### src/logic/ssr_pkg.sv
`default_nettype none
package ssr_pkg;

    // Width of every part of a five-part status register.
    localparam int SSR_PART_W = 16;
    // Most significant bit, which must always read as zero.
    localparam int SSR_MSB_BIT = 15;
    localparam logic [15:0] SSR_VALID_MASK = 16'h7fff;
    localparam logic [15:0] SSR_ZERO16 = 16'h0000;

    // Reset values of the filter, event and enable parts.
    localparam logic [15:0] SSR_PTR_RST = 16'h7fff;
    localparam logic [15:0] SSR_NTR_RST = 16'h0000;
    localparam logic [15:0] SSR_EVT_RST = 16'h0000;
    localparam logic [15:0] SSR_ENA_RST = 16'h0000;

    // Status byte layout.
    localparam int SSR_STB_ERRQ = 2;
    localparam int SSR_STB_QUES = 3;
    localparam int SSR_STB_MAV = 4;
    localparam int SSR_STB_ESB = 5;
    localparam int SSR_STB_MSS = 6;
    localparam int SSR_STB_OPER = 7;
    localparam logic [7:0] SSR_ZERO8 = 8'h00;
    localparam logic [7:0] SSR_SRE_MASK = 8'hbc;

    // Error queue defaults.
    localparam int SSR_ERRQ_DEPTH = 16;
    localparam int SSR_ERRQ_W = 16;

    // Part selector of a five-part register.
    typedef enum logic [2:0] {
        SSR_PART_COND   = 3'b000,
        SSR_PART_PTR    = 3'b001,
        SSR_PART_NTR    = 3'b010,
        SSR_PART_EVENT  = 3'b011,
        SSR_PART_ENABLE = 3'b100
    } ssr_part_t;

    // Register selector; the status byte answers cond/event reads and keeps its mask as enable.
    typedef enum logic [1:0] {
        SSR_REG_OPER = 2'b00,
        SSR_REG_QUES = 2'b01,
        SSR_REG_ESR  = 2'b10,
        SSR_REG_STB  = 2'b11
    } ssr_reg_t;

    // Controller operations.
    typedef enum logic [1:0] {
        SSR_OP_READ  = 2'b00,
        SSR_OP_WRITE = 2'b01,
        SSR_OP_POP   = 2'b10,
        SSR_OP_NONE  = 2'b11
    } ssr_op_t;

    // Forces the top bit of a part to zero.
    function automatic logic [15:0] ssr_clip(input logic [15:0] v);
        return v & SSR_VALID_MASK;
    endfunction

endpackage
`default_nettype wire

### src/logic/ssr_part_if.sv
`timescale 1ns/100ps
`default_nettype none
interface ssr_part_if;
    import ssr_pkg::*;
    logic        rd;
    logic        wr;
    ssr_part_t   part;
    logic [15:0] wdata;
    logic [15:0] rdata;
    logic [15:0] cond_in;
    logic        sum;

    modport ctrl (output rd, output wr, output part, output wdata, output cond_in,
                  input rdata, input sum);
    modport regs (input rd, input wr, input part, input wdata, input cond_in,
                  output rdata, output sum);
endinterface
`default_nettype wire

### src/logic/ssr_status_reg.sv
`timescale 1ns/100ps
`default_nettype none
module ssr_status_reg
    import ssr_pkg::*;
#(
    parameter logic [15:0] PTR_INIT = SSR_PTR_RST,
    parameter logic [15:0] NTR_INIT = SSR_NTR_RST
) (
    // Clock and reset.
    input wire logic core_clk,
    input wire logic rst,
    // Access and hierarchy port.
    ssr_part_if.regs port
);

    logic [15:0] cond;
    logic [15:0] cond_prev;
    logic [15:0] ptr;
    logic [15:0] ntr;
    logic [15:0] evt;
    logic [15:0] ena;
    logic [15:0] set_bits;
    logic [15:0] next_evt;

    // Condition follows its source live; writes never reach it.
    assign cond = ssr_clip(port.cond_in);

    // Previous condition, kept to spot edges per bit.
    always_ff @(posedge core_clk) begin
        if (rst) begin
            cond_prev <= SSR_ZERO16;
        end else begin
            cond_prev <= cond;
        end
    end

    // Each bit is filtered on its own by the matching filter bit.
    assign set_bits = ((cond & ~cond_prev) & ptr)
                    | ((~cond & cond_prev) & ntr);

    // A transition in the same cycle as the clearing read survives it.
    assign next_evt = ssr_clip(((port.rd && port.part == SSR_PART_EVENT) ? SSR_ZERO16 : evt)
                               | set_bits);

    always_ff @(posedge core_clk) begin
        if (rst) begin
            evt <= SSR_EVT_RST;
        end else begin
            evt <= next_evt;
        end
    end

    // Filter and enable parts are plain writable storage.
    always_ff @(posedge core_clk) begin
        if (rst) begin
            ptr <= PTR_INIT;
            ntr <= NTR_INIT;
            ena <= SSR_ENA_RST;
        end else if (port.wr) begin
            if (port.part == SSR_PART_PTR) begin
                ptr <= ssr_clip(port.wdata);
            end else if (port.part == SSR_PART_NTR) begin
                ntr <= ssr_clip(port.wdata);
            end else if (port.part == SSR_PART_ENABLE) begin
                ena <= ssr_clip(port.wdata);
            end
        end
    end

    // Read mux; only the event part has a read side effect.
    always_comb begin
        case (port.part)
            SSR_PART_COND:   port.rdata = cond;
            SSR_PART_PTR:    port.rdata = ptr;
            SSR_PART_NTR:    port.rdata = ntr;
            SSR_PART_EVENT:  port.rdata = evt;
            SSR_PART_ENABLE: port.rdata = ena;
            default:         port.rdata = SSR_ZERO16;
        endcase
    end

    assign port.sum = |(evt & ena);

endmodule
`default_nettype wire

### src/logic/ssr_status_top.sv
// Functional notes
// - Each register has five sixteen-bit parts.
// - One source uses one bit in all parts.
// - Bit fifteen of every part reads zero.
// - Condition follows hardware input or lower sum; all three registers here take hardware input only.
// - Condition is read-only and unaffected by reads.
// - Message-available bit follows output queue occupancy.
// - Error queue keeps entries, returns oldest first.
// - Service request enable masks the status byte.
// - Event status enable masks standard event register.
// - Status byte bit two flags queue; 1,0 zero.
// - Status byte gathers operation, questionable, event, request.
// - Rising condition sets event when positive filter set.
// - Falling condition sets event when negative filter set.
// - Event latches transitions, read-only, cleared by reading.
// - Sum is OR of enabled event bits.
`timescale 1ns/100ps
`default_nettype none
module ssr_status_top
    import ssr_pkg::*;
#(
    parameter int ERRQ_DEPTH = SSR_ERRQ_DEPTH,
    parameter int ERRQ_W     = SSR_ERRQ_W
) (
    // Clock and reset.
    input  wire logic              core_clk,
    input  wire logic              rst,
    // Hardware status sources.
    input  wire logic [14:0]       oper_cond_in,
    input  wire logic [14:0]       ques_cond_in,
    input  wire logic [14:0]       std_event_in,
    input  wire logic              out_queue_not_empty,
    // Error and event queue fill side.
    input  wire logic              err_push,
    input  wire logic [ERRQ_W-1:0] err_code,
    output logic                   err_full,
    // Controller access port.
    input  wire logic              cmd_valid,
    input  wire ssr_op_t           cmd_op,
    input  wire ssr_reg_t          cmd_reg,
    input  wire ssr_part_t         cmd_part,
    input  wire logic [15:0]       cmd_wdata,
    output logic                   rsp_valid,
    output logic [15:0]            rsp_data,
    // Status summary outputs.
    output logic [7:0]             status_byte,
    output logic                   srq_pulse
);

    // Queue sizes; the counter is one bit wider so that full and empty differ.
    localparam int AW = (ERRQ_DEPTH > 1) ? $clog2(ERRQ_DEPTH) : 1;
    localparam logic [AW:0] FIFO_FULL = (AW+1)'(ERRQ_DEPTH);
    localparam logic [AW:0] FIFO_ONE = (AW+1)'(1);
    localparam logic [AW-1:0] PTR_ONE = AW'(1);
    localparam logic [AW-1:0] PTR_LAST = AW'(ERRQ_DEPTH - 1);

    // One access bundle for each five-part register.
    ssr_part_if part_bus [3] ();

    // Read data and sum bits gathered back from the registers.
    logic [15:0] reg_rdata [3];
    logic [2:0]  reg_sum;
    logic [15:0] cond_src [3];
    logic [7:0]  sre;
    logic [7:0]  stb_base;
    logic [7:0]  stb_full;
    logic [7:0]  stb_prev;
    logic        mss;
    logic        is_read;
    logic        is_write;
    logic        pop_req;
    logic [15:0] next_rsp_data;

    // Error queue storage and its bookkeeping.
    logic [ERRQ_W-1:0] errq_mem [ERRQ_DEPTH];
    logic [AW-1:0]     errq_wr_ptr;
    logic [AW-1:0]     errq_rd_ptr;
    logic [AW:0]       errq_count;
    logic              errq_empty;
    logic              do_push;
    logic              do_pop;

    // Operation decode; a strobe that carries the idle op changes nothing but the held rsp_data.
    assign is_read  = cmd_valid && cmd_op == SSR_OP_READ;
    assign is_write = cmd_valid && cmd_op == SSR_OP_WRITE;
    assign pop_req  = cmd_valid && cmd_op == SSR_OP_POP;

    // Lowest level: conditions come straight from the hardware sources.
    assign cond_src[0] = {1'b0, oper_cond_in};
    assign cond_src[1] = {1'b0, ques_cond_in};
    assign cond_src[2] = {1'b0, std_event_in};

    // Three five-part registers; the event status one carries its enable mask.
    for (genvar gi = 0; gi < 3; gi++) begin : g_reg
        assign part_bus[gi].rd      = is_read && cmd_reg == ssr_reg_t'(gi);
        assign part_bus[gi].wr      = is_write && cmd_reg == ssr_reg_t'(gi);
        assign part_bus[gi].part    = cmd_part;
        assign part_bus[gi].wdata   = cmd_wdata;
        assign part_bus[gi].cond_in = cond_src[gi];
        assign reg_rdata[gi]        = part_bus[gi].rdata;
        assign reg_sum[gi]          = part_bus[gi].sum;

        ssr_status_reg u_reg (
            .core_clk (core_clk),
            .rst      (rst),
            .port     (part_bus[gi])
        );
    end

    // Status byte without its summary bit; bits 1 and 0 stay zero.
    always_comb begin
        stb_base = SSR_ZERO8;
        stb_base[SSR_STB_ERRQ] = ~errq_empty;
        stb_base[SSR_STB_QUES] = reg_sum[1];
        stb_base[SSR_STB_MAV]  = out_queue_not_empty;
        stb_base[SSR_STB_ESB]  = reg_sum[2];
        stb_base[SSR_STB_OPER] = reg_sum[0];
    end

    // The service request enable acts as the byte's enable part; its bit 6 never counts.
    assign mss = |(stb_base & sre);

    // Full byte with its summary bit in place.
    always_comb begin
        stb_full = stb_base;
        stb_full[SSR_STB_MSS] = mss;
    end

    // Mask storage; bit 6 and the unused low bits are dropped on write.
    always_ff @(posedge core_clk) begin
        if (rst) begin
            sre <= SSR_ZERO8;
        end else if (is_write && cmd_reg == SSR_REG_STB && cmd_part == SSR_PART_ENABLE) begin
            sre <= cmd_wdata[7:0] & SSR_SRE_MASK;
        end
    end

    // A request fires when an enabled byte bit rises, so a level held high asks once.
    always_ff @(posedge core_clk) begin
        if (rst) begin
            stb_prev    <= SSR_ZERO8;
            srq_pulse   <= 1'b0;
            status_byte <= SSR_ZERO8;
        end else begin
            stb_prev    <= stb_base;
            srq_pulse   <= |(stb_base & ~stb_prev & sre);
            status_byte <= stb_full;
        end
    end

    // Error queue: a full queue drops the newest entry rather than overwrite history.
    assign errq_empty = errq_count == '0;
    assign err_full   = errq_count == FIFO_FULL;
    assign do_push    = err_push && !err_full;
    assign do_pop     = pop_req && !errq_empty;

    // Storage has no reset, so only the counter decides which words are valid.
    always_ff @(posedge core_clk) begin
        if (do_push) begin
            errq_mem[errq_wr_ptr] <= err_code;
        end
    end

    // Pointers wrap at the depth itself, which need not be a power of two.
    always_ff @(posedge core_clk) begin
        if (rst) begin
            errq_wr_ptr <= '0;
            errq_rd_ptr <= '0;
            errq_count  <= '0;
        end else begin
            if (do_push) begin
                errq_wr_ptr <= (errq_wr_ptr == PTR_LAST) ? '0 : errq_wr_ptr + PTR_ONE;
            end
            if (do_pop) begin
                errq_rd_ptr <= (errq_rd_ptr == PTR_LAST) ? '0 : errq_rd_ptr + PTR_ONE;
            end
            if (do_push && !do_pop) begin
                errq_count <= errq_count + FIFO_ONE;
            end else if (do_pop && !do_push) begin
                errq_count <= errq_count - FIFO_ONE;
            end
        end
    end

    // Answer mux; an empty queue answers zero, meaning no error.
    // Reads of the status byte never clear it, unlike an event part.
    always_comb begin
        next_rsp_data = SSR_ZERO16;
        if (cmd_op == SSR_OP_POP) begin
            if (!errq_empty) begin
                next_rsp_data = 16'(errq_mem[errq_rd_ptr]);
            end
        end else if (cmd_reg == SSR_REG_STB) begin
            if (cmd_part == SSR_PART_ENABLE) begin
                next_rsp_data = {SSR_ZERO8, sre};
            end else begin
                next_rsp_data = {SSR_ZERO8, stb_full};
            end
        end else begin
            next_rsp_data = ssr_clip(reg_rdata[cmd_reg]);
        end
    end

    // Every request is answered on the next edge; nothing stalls the controller.
    // Data holds between requests so that a slow reader still sees its answer.
    always_ff @(posedge core_clk) begin
        if (rst) begin
            rsp_valid <= 1'b0;
            rsp_data  <= SSR_ZERO16;
        end else begin
            rsp_valid <= cmd_valid && cmd_op != SSR_OP_NONE;
            if (cmd_valid) begin
                rsp_data <= next_rsp_data;
            end
        end
    end

endmodule
`default_nettype wire

### config.mk
export PLATFORM = sky130hd
export DESIGN_NAME = ssr_status_top
export DESIGN_NICKNAME = d
export VERILOG_FILES = /design/src/logic/ssr_pkg.sv /design/src/logic/ssr_part_if.sv /design/src/logic/ssr_status_reg.sv /design/src/logic/ssr_status_top.sv
export SDC_FILE = /design/constraint.sdc
export NUM_CORES = 1
export LEC_CHECK = 0
export ABC_CLOCK_PERIOD_IN_PS = 2800
export BUFFER_PORTS_ARGS = -buffer_cell sky130_fd_sc_hd__buf_4
export CELL_PAD_IN_SITES_DETAIL_PLACEMENT = 0
export CELL_PAD_IN_SITES_GLOBAL_PLACEMENT = 1
export CORE_ASPECT_RATIO = 0.75
export CORE_UTILIZATION = 40
export CTS_CLUSTER_SIZE = 8
export DETAILED_ROUTE_END_ITERATION = 10
export PLACE_DENSITY_LB_ADDON = 0.1
export SYNTH_ARGS = -nofsm -noshare
export SYNTH_HDL_FRONTEND = slang
export SYNTH_SLANG_ARGS = --single-unit
### constraint.sdc
create_clock -name core_clk -period 2.8 [get_ports core_clk]
set_input_delay 0.42 -clock core_clk [delete_from_list [all_inputs] [get_ports core_clk]]
set_output_delay 0.42 -clock core_clk [all_outputs]
set_load 0.02 [all_outputs]
Word level (Yosys, flattened, before mapping)
Memories as Yosys holds them, arrays and structs flattened. A register that Yosys moved wholly into a read port is not among the register bits.
Cells that the tools add are included.
{"block": "classes", "addsub": 4, "mul": 0, "div_mod_pow": 0, "n_lt_le_gt_ge": 1, "n_eq_ne": 13, "shifts": 0, "muxes": 21, "bitwise": 35, "reduce_logical": 42}
{"op": "$and A15 B15 Y15", "n": 15}
{"op": "$pmux W15 S5", "n": 3}
{"op": "$not A15 Y15", "n": 6}
{"op": "$or A15 B15 Y15", "n": 6}
{"op": "$mux W15", "n": 5}
{"op": "$mux W16", "n": 3}
{"op": "$reduce_or A16 Y1", "n": 3}
{"op": "$bmux W16 S2", "n": 1}
{"op": "$and A8 B8 Y8", "n": 3}
{"op": "$logic_and A1 B1 Y1", "n": 19}
{"op": "$mux W4", "n": 4}
{"op": "$reduce_or A8 Y1", "n": 2}
{"op": "$reduce_and A4 Y1", "n": 3}
{"op": "$mux W5", "n": 2}
{"op": "$reduce_and A3 Y1", "n": 3}
{"op": "$add A4 B1 Y4 const B", "n": 2}
{"op": "$eq A4 B4 Y1 const B", "n": 2}
{"op": "$mux W8", "n": 1}
{"op": "$not A8 Y8", "n": 1}
{"op": "$eq A2 B2 Y1 const B", "n": 3}
{"op": "$eq A3 B2 Y1 const B", "n": 2}
{"op": "$reduce_and A2 Y1", "n": 3}
{"op": "$add A5 B1 Y5 const B", "n": 1}
{"op": "$eq A5 B5 Y1 const B", "n": 1}
{"op": "other kinds (14)", "n": 22}
{"block": "totals", "regBits": 277, "latchBits": 0, "ramBits": 256, "mem_bits_ro": 0, "memories": 1}
{"memory": "errq_mem", "depth": 16, "word_bits": 16, "read_ports": 1, "rd_ports_with_merged_regs": 1, "write_ports": 1, "line": "ssr_status_top.sv:75", "rtl": "logic [ERRQ_W-1:0] errq_mem [ERRQ_DEPTH];"}

Longest topological paths before layout
Gate-level depths: netlist of the first run.
{"block": "depth", "depth_word": 7, "ltp_mapped": 13, "mapped_depth_nobuf": 13}

Cells and area by module
Synthesis of the first run repeated with hierarchy kept, for this count alone.
{"block": "hier_totals", "cells_unflattened": 1833, "area_unflattened_um2": 22656.7}
{"mod": "ssr_status_top", "instances": 1, "cells_each": 690, "area_each_um2": 12338.1, "seq_area_each_um2": 8608.3}
{"mod": "ssr_status_reg", "instances": 3, "cells_each": 381, "area_each_um2": 3439.5, "seq_area_each_um2": 1501.4}

Least setup slack after synthesis of the first run
No wires, ideal clock.
{"block": "synth_timing", "path_type": "register -> register", "start": "reg errq_count[0]", "end": "reg errq_count[4]", "t_arrival_ns": 2.649, "required_ns": 2.730, "path_slack_ns": 0.080, "path_stages_with_launch": 13, "period_less_slack_ns": 2.720, "path_cell_list": "dfxtp_1 nor4_1 and2_1 nor2b_1 buf_2 ha_1 inv_1 ha_1 a21o_1 a21oi_1 xnor2_1 or3_1 a21oi_1"}
{"block": "synth_via", "elab_chain_len": 6, "word_cells_on_any_way": 15}
{"element": "start, declared", "line": "ssr_status_top.sv:78", "rtl": "logic [AW:0] errq_count;"}
{"element": "start signal, assigned", "line": "ssr_status_top.sv:178", "rtl": "errq_count <= errq_count + FIFO_ONE;"}
{"element": "start signal, assigned", "line": "ssr_status_top.sv:180", "rtl": "errq_count <= errq_count - FIFO_ONE;"}
{"element": "$eq A5 B5 Y1 (*)", "line": "ssr_status_top.sv:153", "rtl": "assign err_full = errq_count == FIFO_FULL;"}
{"element": "via err_full", "line": "ssr_status_top.sv:36", "rtl": "output logic err_full,"}
{"element": "$logic_not A1 Y1 (*)", "line": "ssr_status_top.sv:154", "rtl": "assign do_push = err_push && !err_full;"}
{"element": "$logic_and A1 B1 Y1 (*)", "line": "ssr_status_top.sv:154"}
{"element": "via do_push", "line": "ssr_status_top.sv:80", "rtl": "logic do_push;"}
{"element": "$logic_not A1 Y1", "line": "ssr_status_top.sv:179", "rtl": "end else if (do_pop && !do_push) begin"}
{"element": "$logic_and A1 B1 Y1", "line": "ssr_status_top.sv:179"}
{"element": "$reduce_bool A2 Y1 (no line)"}
Mark *: on every way through the listed nets, which the timed path passes. The rest lies on a longest branch. The select of a mux whose other input is x is not followed.
A chain may end at the register's enable or synchronous reset.

Worst setup path in the final report of the first run
{"block": "layout_timing", "start": "reg errq_count[0]", "end": "reg errq_count[4]"}
{"block": "layout_via", "elab_chain_len": 6, "word_cells_on_any_way": 15}
{"element": "branches (longest 6 deep; another with $sub A5 B1 Y5)"}
Parallel ways; which one is timed is not known. The select of a mux whose other input is x is not followed.

==> run_results.csv, run 1 <==
group,metric,value,unit
finish,fillers,4923,
grt,grt_usage,25.9,%
timing,max_freq,0.386,GHz
setup_path,crit_path_top_delay_cell,"fa_1",
timing,timing.slew.headroom,47.6,%
clock_tree,postCtsHoldBufs,0,
route,viasPerCell,5.67,
die,initial_utilization,40.6,%
synthesis,ys_ff_latch,527,
finish,fin_nets,2172,
synthesis,synth_top_area_cell,"edfxtp_1",
die,die_y,206,um
clock_tree,cts.sink_count,527,
setup_path,reg2reg_setup_slack,0.21,ns
finish,fin_util,48.7,%
power_and_ir_drop,max-vdd-ir-drop,384,uV
grt,antenna_found_initial,2,
route,drt_iter0_drc,1571,
grt,grt_pass1_vias,15500,
hold_path,holdPathStages,2,
clock_tree,cts-htree-levels,3,
setup_path,reg2reg_depth,12,
grt,met1_usage,40.4,%
timing,finClkSkew,0.0172,ns
finish,multi_input_area,0.00843,mm^2
setup_path,critical_path_class,"reg -> reg",
flow_run,max-cap-violations,0,
synthesis,synth.area.top_cells,"edfxtp_1, dfxtp_1, mux4_2, nand2_1, mux2i_1",
synthesis,synthCells,1893,
synthesis,ys_warn_count,0,
synthesis,ys_types,67,
timing,final_max_slew_viol_count,0,
route,vias,16100,
synthesis,post-synth-top-count-cell,"nand2_1",
setup_path,rr_endpoint,"errq_count[4]",
route,drcViolationCount,0,
die,coreArea,0.0545,mm^2
timing,setup_viol,0,
die,ioPinCount,116,
synthesis,synthTopCellsByCount,"nand2_1, dfxtp_1, edfxtp_1, nor2_1, a21oi_1",
synthesis,synth-async-reset-ratio,0,%
grt,gr-usage-met3,6.34,%
route,wl_per_cell,25.3,um
grt,grt_pass1_wl,105000,um
route,first_pass_iters,5,
grt,grt.busiest_layer,"met1",
clock_tree,clk_path_buf_depth,3,
finish,seq_area,0.0131,mm^2
hold_path,min_path_type,"in -> reg",
placed_design,gp_congestion,0.872,
finish,area_delta_synth_final,20.1,%
route,antenna_left,0,
placed_design,dp_hpwl,48400,um
timing,hold_viol,0,
synthesis,synth-edff-count,256,
clock_tree,cts_root_buf,"clkbuf_16",
clock_tree,tritoncts,"built",
timing,tightest_slew,0.777,ns
synthesis,yosysTopAreaCellShare,34.8,%
setup_path,cp_cell_sequence,"nor4_4 > and2_4 > nor3_2 > inv_1 > ha_1 > inv_1 > fa_1 > a21o_1 > a21oi_1 > xnor2_1 > or3_1 > a21oi_1",
route,routed_wl,71800,um
finish,layout-drive-gt1-share,21.0,%
hold_path,min_from,"std_event_in[12]",
finish,final_area,0.0266,mm^2
setup_path,crit_arrival,3.13,ns
setup_path,critPathMaxStageDelay,0.40,ns
status,status,"finished clean",
placed_design,io_buffers,112,
setup_path,crit_required,3.34,ns
setup_path,r2r_start,"errq_count[0]",
timing,min_period_over_period,92.5,%
grt,grt_start_max_net_pins,87,
placed_design,placedInstanceArea,0.0244,mm^2
grt,gr-total-overflow,0,
setup_path,crit_path_start_kind,"flop",
synthesis,synth.avg_cell_area,11.7,um^2
clock_tree,clkSlewWorstSetupHoldPaths,0.05,ns
timing,fin_tns_setup,0,ns
synthesis,ys_seq_area_share,59.3,%
synthesis,ys.flop_type,"dfxtp_1",
power_and_ir_drop,p_per_area,718,mW/mm^2
die,die_area,0.0562,mm^2
clock_tree,cts_setup_buffers,0,
timing,timing.final.crit_period,2.59,ns
clock_tree,clk_latency,0.61,ns
die,rows,74,
timing,rsz0062_at_grt,"false",
hold_path,worst_hold_path.endpoint,"g_reg[2].u_reg.cond_prev[12]",
power_and_ir_drop,p_leak,9.35,nW
die,die_w,274,um
grt,use_met2,35.6,%
setup_path,crit_path_end_kind,"flop",
clock_tree,numCtsBuffers,76,
setup_path,critical_path.max_fanout,3,
timing,hold_ws,0.0425,ns
synthesis,syn_area,0.0221,mm^2
-- final cells by class --
| type | count | share of cell area, % |
|---|---|---|
| clock inverter | 7 | 0.424 |
| sequential | 527 | 49.4 |
| clock buffer | 110 | 7.76 |
| tap | 722 | 3.40 |
| timing repair buffer | 233 | 7.17 |
| inverter | 10 | 0.141 |
| multi-input combinational | 1225 | 31.7 |
| antenna | 2 | 0.0188 |
-- worst max-delay path by stage --
stage	start	end
2_1_floorplan	errq_count[0]	errq_count[4]
3_3_place_gp	errq_count[1]	errq_count[4]
3_5_place_dp	errq_count[1]	errq_count[4]
4_1_cts	errq_count[1]	errq_count[4]
5_1_grt	errq_count[3]	errq_count[4]
6_report	errq_count[0]	errq_count[4]
-- critical path, delay by kind of cell, from the launching register on --
| kind | cells | cell delay [ns] |
|---|---|---|
| fa+ha+maj | 2 | 0.56 |
| buf+inv | 2 | 0.16 |
| flops | 1 | 0.33 |
| compound gates | 3 | 0.50 |
| xor+xnor | 1 | 0.09 |
| simple gates | 4 | 0.89 |
-- where the power goes --
part	internal [mW]	total [mW]	switching (mW)	leakage [nW]
combinational	0.899	2.06	1.16	3.78
clock	5.08	8.48	3.40	1.04
sequential	8.35	8.55	0.193	4.53
-- placed cells by master (no fill, tap or decap), types with 18 or more instances in the layout --
cell type / instances
nand3_1: 85
a22oi_1: 43
mux4_2: 81
o21ai_0: 60
clkbuf_16: 77
buf_4: 220
edfxtp_1: 256
nor2b_1: 60
o221ai_1: 18
nand2_1: 280
dfxtp_1: 268
clkbuf_1: 32
nand3b_1: 47
nor2_1: 137
a21oi_1: 145
mux2i_1: 89
-- logic make-up after synthesis --
logic type               synth area share, %
AO/OA/AOI/OAI                           9.87
XOR/XNOR                               0.238
adder cells (fa/ha/maj)                0.600
buffers and inverters                   3.00
flip-flops                              59.3
multiplexers                            12.9
other                                 0.0170
AND/OR/NAND/NOR                         14.1
-- state kept, by name, summed over array words and instances (netlist names), named ones only --
| signal | cells |
|---|---|
| errq_count | 5 |
| errq_mem | 256 |
| errq_rd_ptr | 4 |
| errq_wr_ptr | 4 |
| g.u_reg.cond_prev | 45 |
| g.u_reg.ena | 45 |
| g.u_reg.evt | 45 |
| g.u_reg.ntr | 45 |
| g.u_reg.ptr | 45 |
| rsp_data | 16 |
| rsp_valid | 1 |
| sre | 5 |
| srq_pulse | 1 |
| status_byte | 6 |
-- timing repair --
action,4_1_cts,5_1_grt
pin swaps,0,1
gates resized for setup,1,3
cloned,0,0
setup endpoints to repair,2,2
-- layer usage --
layer	part of all wire, %	routed length (um)	vias to the layer above
met5	0	0	-
met4	1.6	1140	0
met3	7.8	5600	86
met2	41	29700	570
met1	49	35400	8103
li1	-	-	7333
-- stage by stage --
step / cells / setup WS (ns) / total power, mW
2_1_floorplan: 1894 / 0.0802 / 9.80
3_3_place_gp: 2717 / 0.00307 / 10.7
3_5_place_dp: 2717 / -0.0334 / 10.7
4_1_cts: 2834 / 0.0821 / 19.2
5_1_grt: 2834 / 0.0228 / 19.8
6_report: 2836 / 0.210 / 19.1
Note: power is estimated with default switching activity, not from simulation.
==> inputs of run 2 (changes only) <==
--- a/config.mk
+++ b/config.mk
@@ -10,10 +10,11 @@
 export CELL_PAD_IN_SITES_DETAIL_PLACEMENT = 0
 export CELL_PAD_IN_SITES_GLOBAL_PLACEMENT = 1
 export CORE_ASPECT_RATIO = 0.75
-export CORE_UTILIZATION = 40
+export CORE_UTILIZATION = 25
 export CTS_CLUSTER_SIZE = 8
 export DETAILED_ROUTE_END_ITERATION = 10
 export PLACE_DENSITY_LB_ADDON = 0.1
+export SKIP_CTS_REPAIR_TIMING = 1
 export SYNTH_ARGS = -nofsm -noshare
 export SYNTH_HDL_FRONTEND = slang
 export SYNTH_SLANG_ARGS = --single-unit
==> run 2 against run 1 <==
  * Register-to-register slack worse by 0.05 ns
  * Final cell count is 16% higher
  * Routed wire length is 19% higher
  * Clock power up 2%
  * Sequential power about the same
  * Power is 1.5% higher
  * First-iteration DRC count is 19% lower
  * Hold slack got worse by 0.0096 ns
  * Final area rose by 2.7%
  * Sequential cell count is the same
  * Critical path type unchanged
  * Highest routed layer is now met5
==> run_results.csv, run 2 (same netlist as run 1, synthesis figures left out) <==
group,metric,value,unit
status,status,"finished clean",
finish,area_delta_synth_final,23.4,%
timing,min_period_over_period,94.4,%
route,drt_iter0_drc,1273,
timing,hold_viol,0,
route,antenna_left,0,
die,ioPinCount,116,
grt,grt_usage,18.8,%
power_and_ir_drop,p_leak,9.46,nW
route,first_pass_iters,5,
clock_tree,cts-htree-levels,3,
grt,antenna_found_initial,5,
die,die_area,0.0897,mm^2
finish,top_register,"errq_mem",
timing,max_freq,0.378,GHz
grt,grt_pass1_vias,15700,
timing,hold_ws,0.0329,ns
hold_path,min_path_type,"in -> reg",
route,wl_per_cell,26.0,um
finish,final_area,0.0273,mm^2
route,routed_wl,85200,um
finish,fin_nets,2190,
route,viasPerCell,4.90,
die,die_w,345,um
placed_design,gp_congestion,0.814,
setup_path,reg2reg_depth,12,
route,vias,16100,
placed_design,dp_cells,3165,
clock_tree,clk_path_buf_depth,3,
clock_tree,clkSlewWorstSetupHoldPaths,0.05,ns
grt,gr-total-overflow,0,
timing,setup_viol,0,
die,initial_utilization,25.2,%
finish,stdcell_count,3284,
clock_tree,cts_root_buf,"clkbuf_16",
placed_design,io_buffers,112,
grt,grt_pass1_wl,121000,um
timing,timing.slew.headroom,41.3,%
finish,layout_common_cells,"nand2_1, dfxtp_1, edfxtp_1",
finish,fin_util,31.1,%
setup_path,crit_path_end_kind,"flop",
power_and_ir_drop,p_per_area,710,mW/mm^2
timing,finClkSkew,0.0312,ns
placed_design,dp_hpwl,58200,um
finish,multi_input_area,0.00845,mm^2
setup_path,critical_path.max_fanout,4,
flow_run,max-cap-violations,0,
finish,fillers,8847,
clock_tree,clk_latency,0.63,ns
setup_path,critical_path_class,"reg -> reg",
clock_tree,cts.sink_count,527,
die,coreArea,0.0876,mm^2
finish,seq_area,0.0131,mm^2
setup_path,crit_path_start_kind,"flop",
timing,tightest_slew,0.879,ns
setup_path,crit_required,3.33,ns
die,die_y,260,um
finish,layout-drive-gt1-share,21.9,%
setup_path,crit_arrival,3.17,ns
clock_tree,tritoncts,"built",
timing,rsz0062_at_grt,"false",
power_and_ir_drop,max-vdd-ir-drop,354,uV
timing,fin_tns_setup,0,ns
finish,largest_reg_flops,256,
timing,timing.final.crit_period,2.64,ns
route,drcViolationCount,0,
die,rows,94,
placed_design,placedInstanceArea,0.0251,mm^2
hold_path,holdPathStages,2,
timing,final_max_slew_viol_count,0,
finish,final_common_cell,"nand2_1",
clock_tree,numCtsBuffers,76,
grt,grt_start_max_net_pins,81,
[run 2: metal layers]
layer	track usage [%]	up-vias	share of wire, %
li1	-	7383	-
met1	29.6	8157	52
met2	25.4	451	39
met3	4.31	105	6.3
met4	4.40	4	2.0
met5	0	-	0.034
[run 2: final timing paths]
path                         startpoint  slack (ns)                          end
setup reg to reg          errq_count[0]        0.16                errq_count[4]
hold / removal          std_event_in[6]        0.03  g_reg[2].u_reg.cond_prev[6]
hold reg to reg   g_reg[2].u_reg.ntr[1]        0.47        g_reg[2].u_reg.ntr[1]
setup / recovery          errq_count[0]        0.16                errq_count[4]
[run 2: cell type report]
type / count / area share, %
Sequential cell: 527 / 48.1
Multi-Input combinational cell: 1225 / 31.0
Clock buffer: 110 / 7.71
Timing Repair Buffer: 251 / 7.61
Tap cell: 1152 / 5.28
Clock inverter: 5 / 0.197
Inverter: 10 / 0.138
Antenna cell: 4 / 0.0367
[run 2: through the flow]
stage / power, mW / worst slack (ns)
floorplan: 9.80 / 0.0802
global placement: 10.9 / -0.0956
detailed placement: 10.9 / -0.138
CTS: 19.6 / -0.166
global route: 20.1 / 0.0201
finish: 19.4 / 0.156
[run 2: critical path: stages (launching register included)]
cell and delay (ns):
dfxtp_1 0.33, nor4_4 0.33, and2_4 0.20, nor3_2 0.05, inv_1 0.10, ha_1 0.17
inv_1 0.10, fa_1 0.40, a21o_1 0.17, a21oi_1 0.17, xnor2_1 0.10, or3_1 0.30
a21oi_1 0.15
[run 2: report_power, final]
part | switching, mW | internal [mW] | total (mW) | leakage, nW
registers | 0.202 | 8.35 | 8.55 | 4.53
logic | 1.26 | 0.948 | 2.20 | 3.89
clock network | 3.47 | 5.14 | 8.61 | 1.04
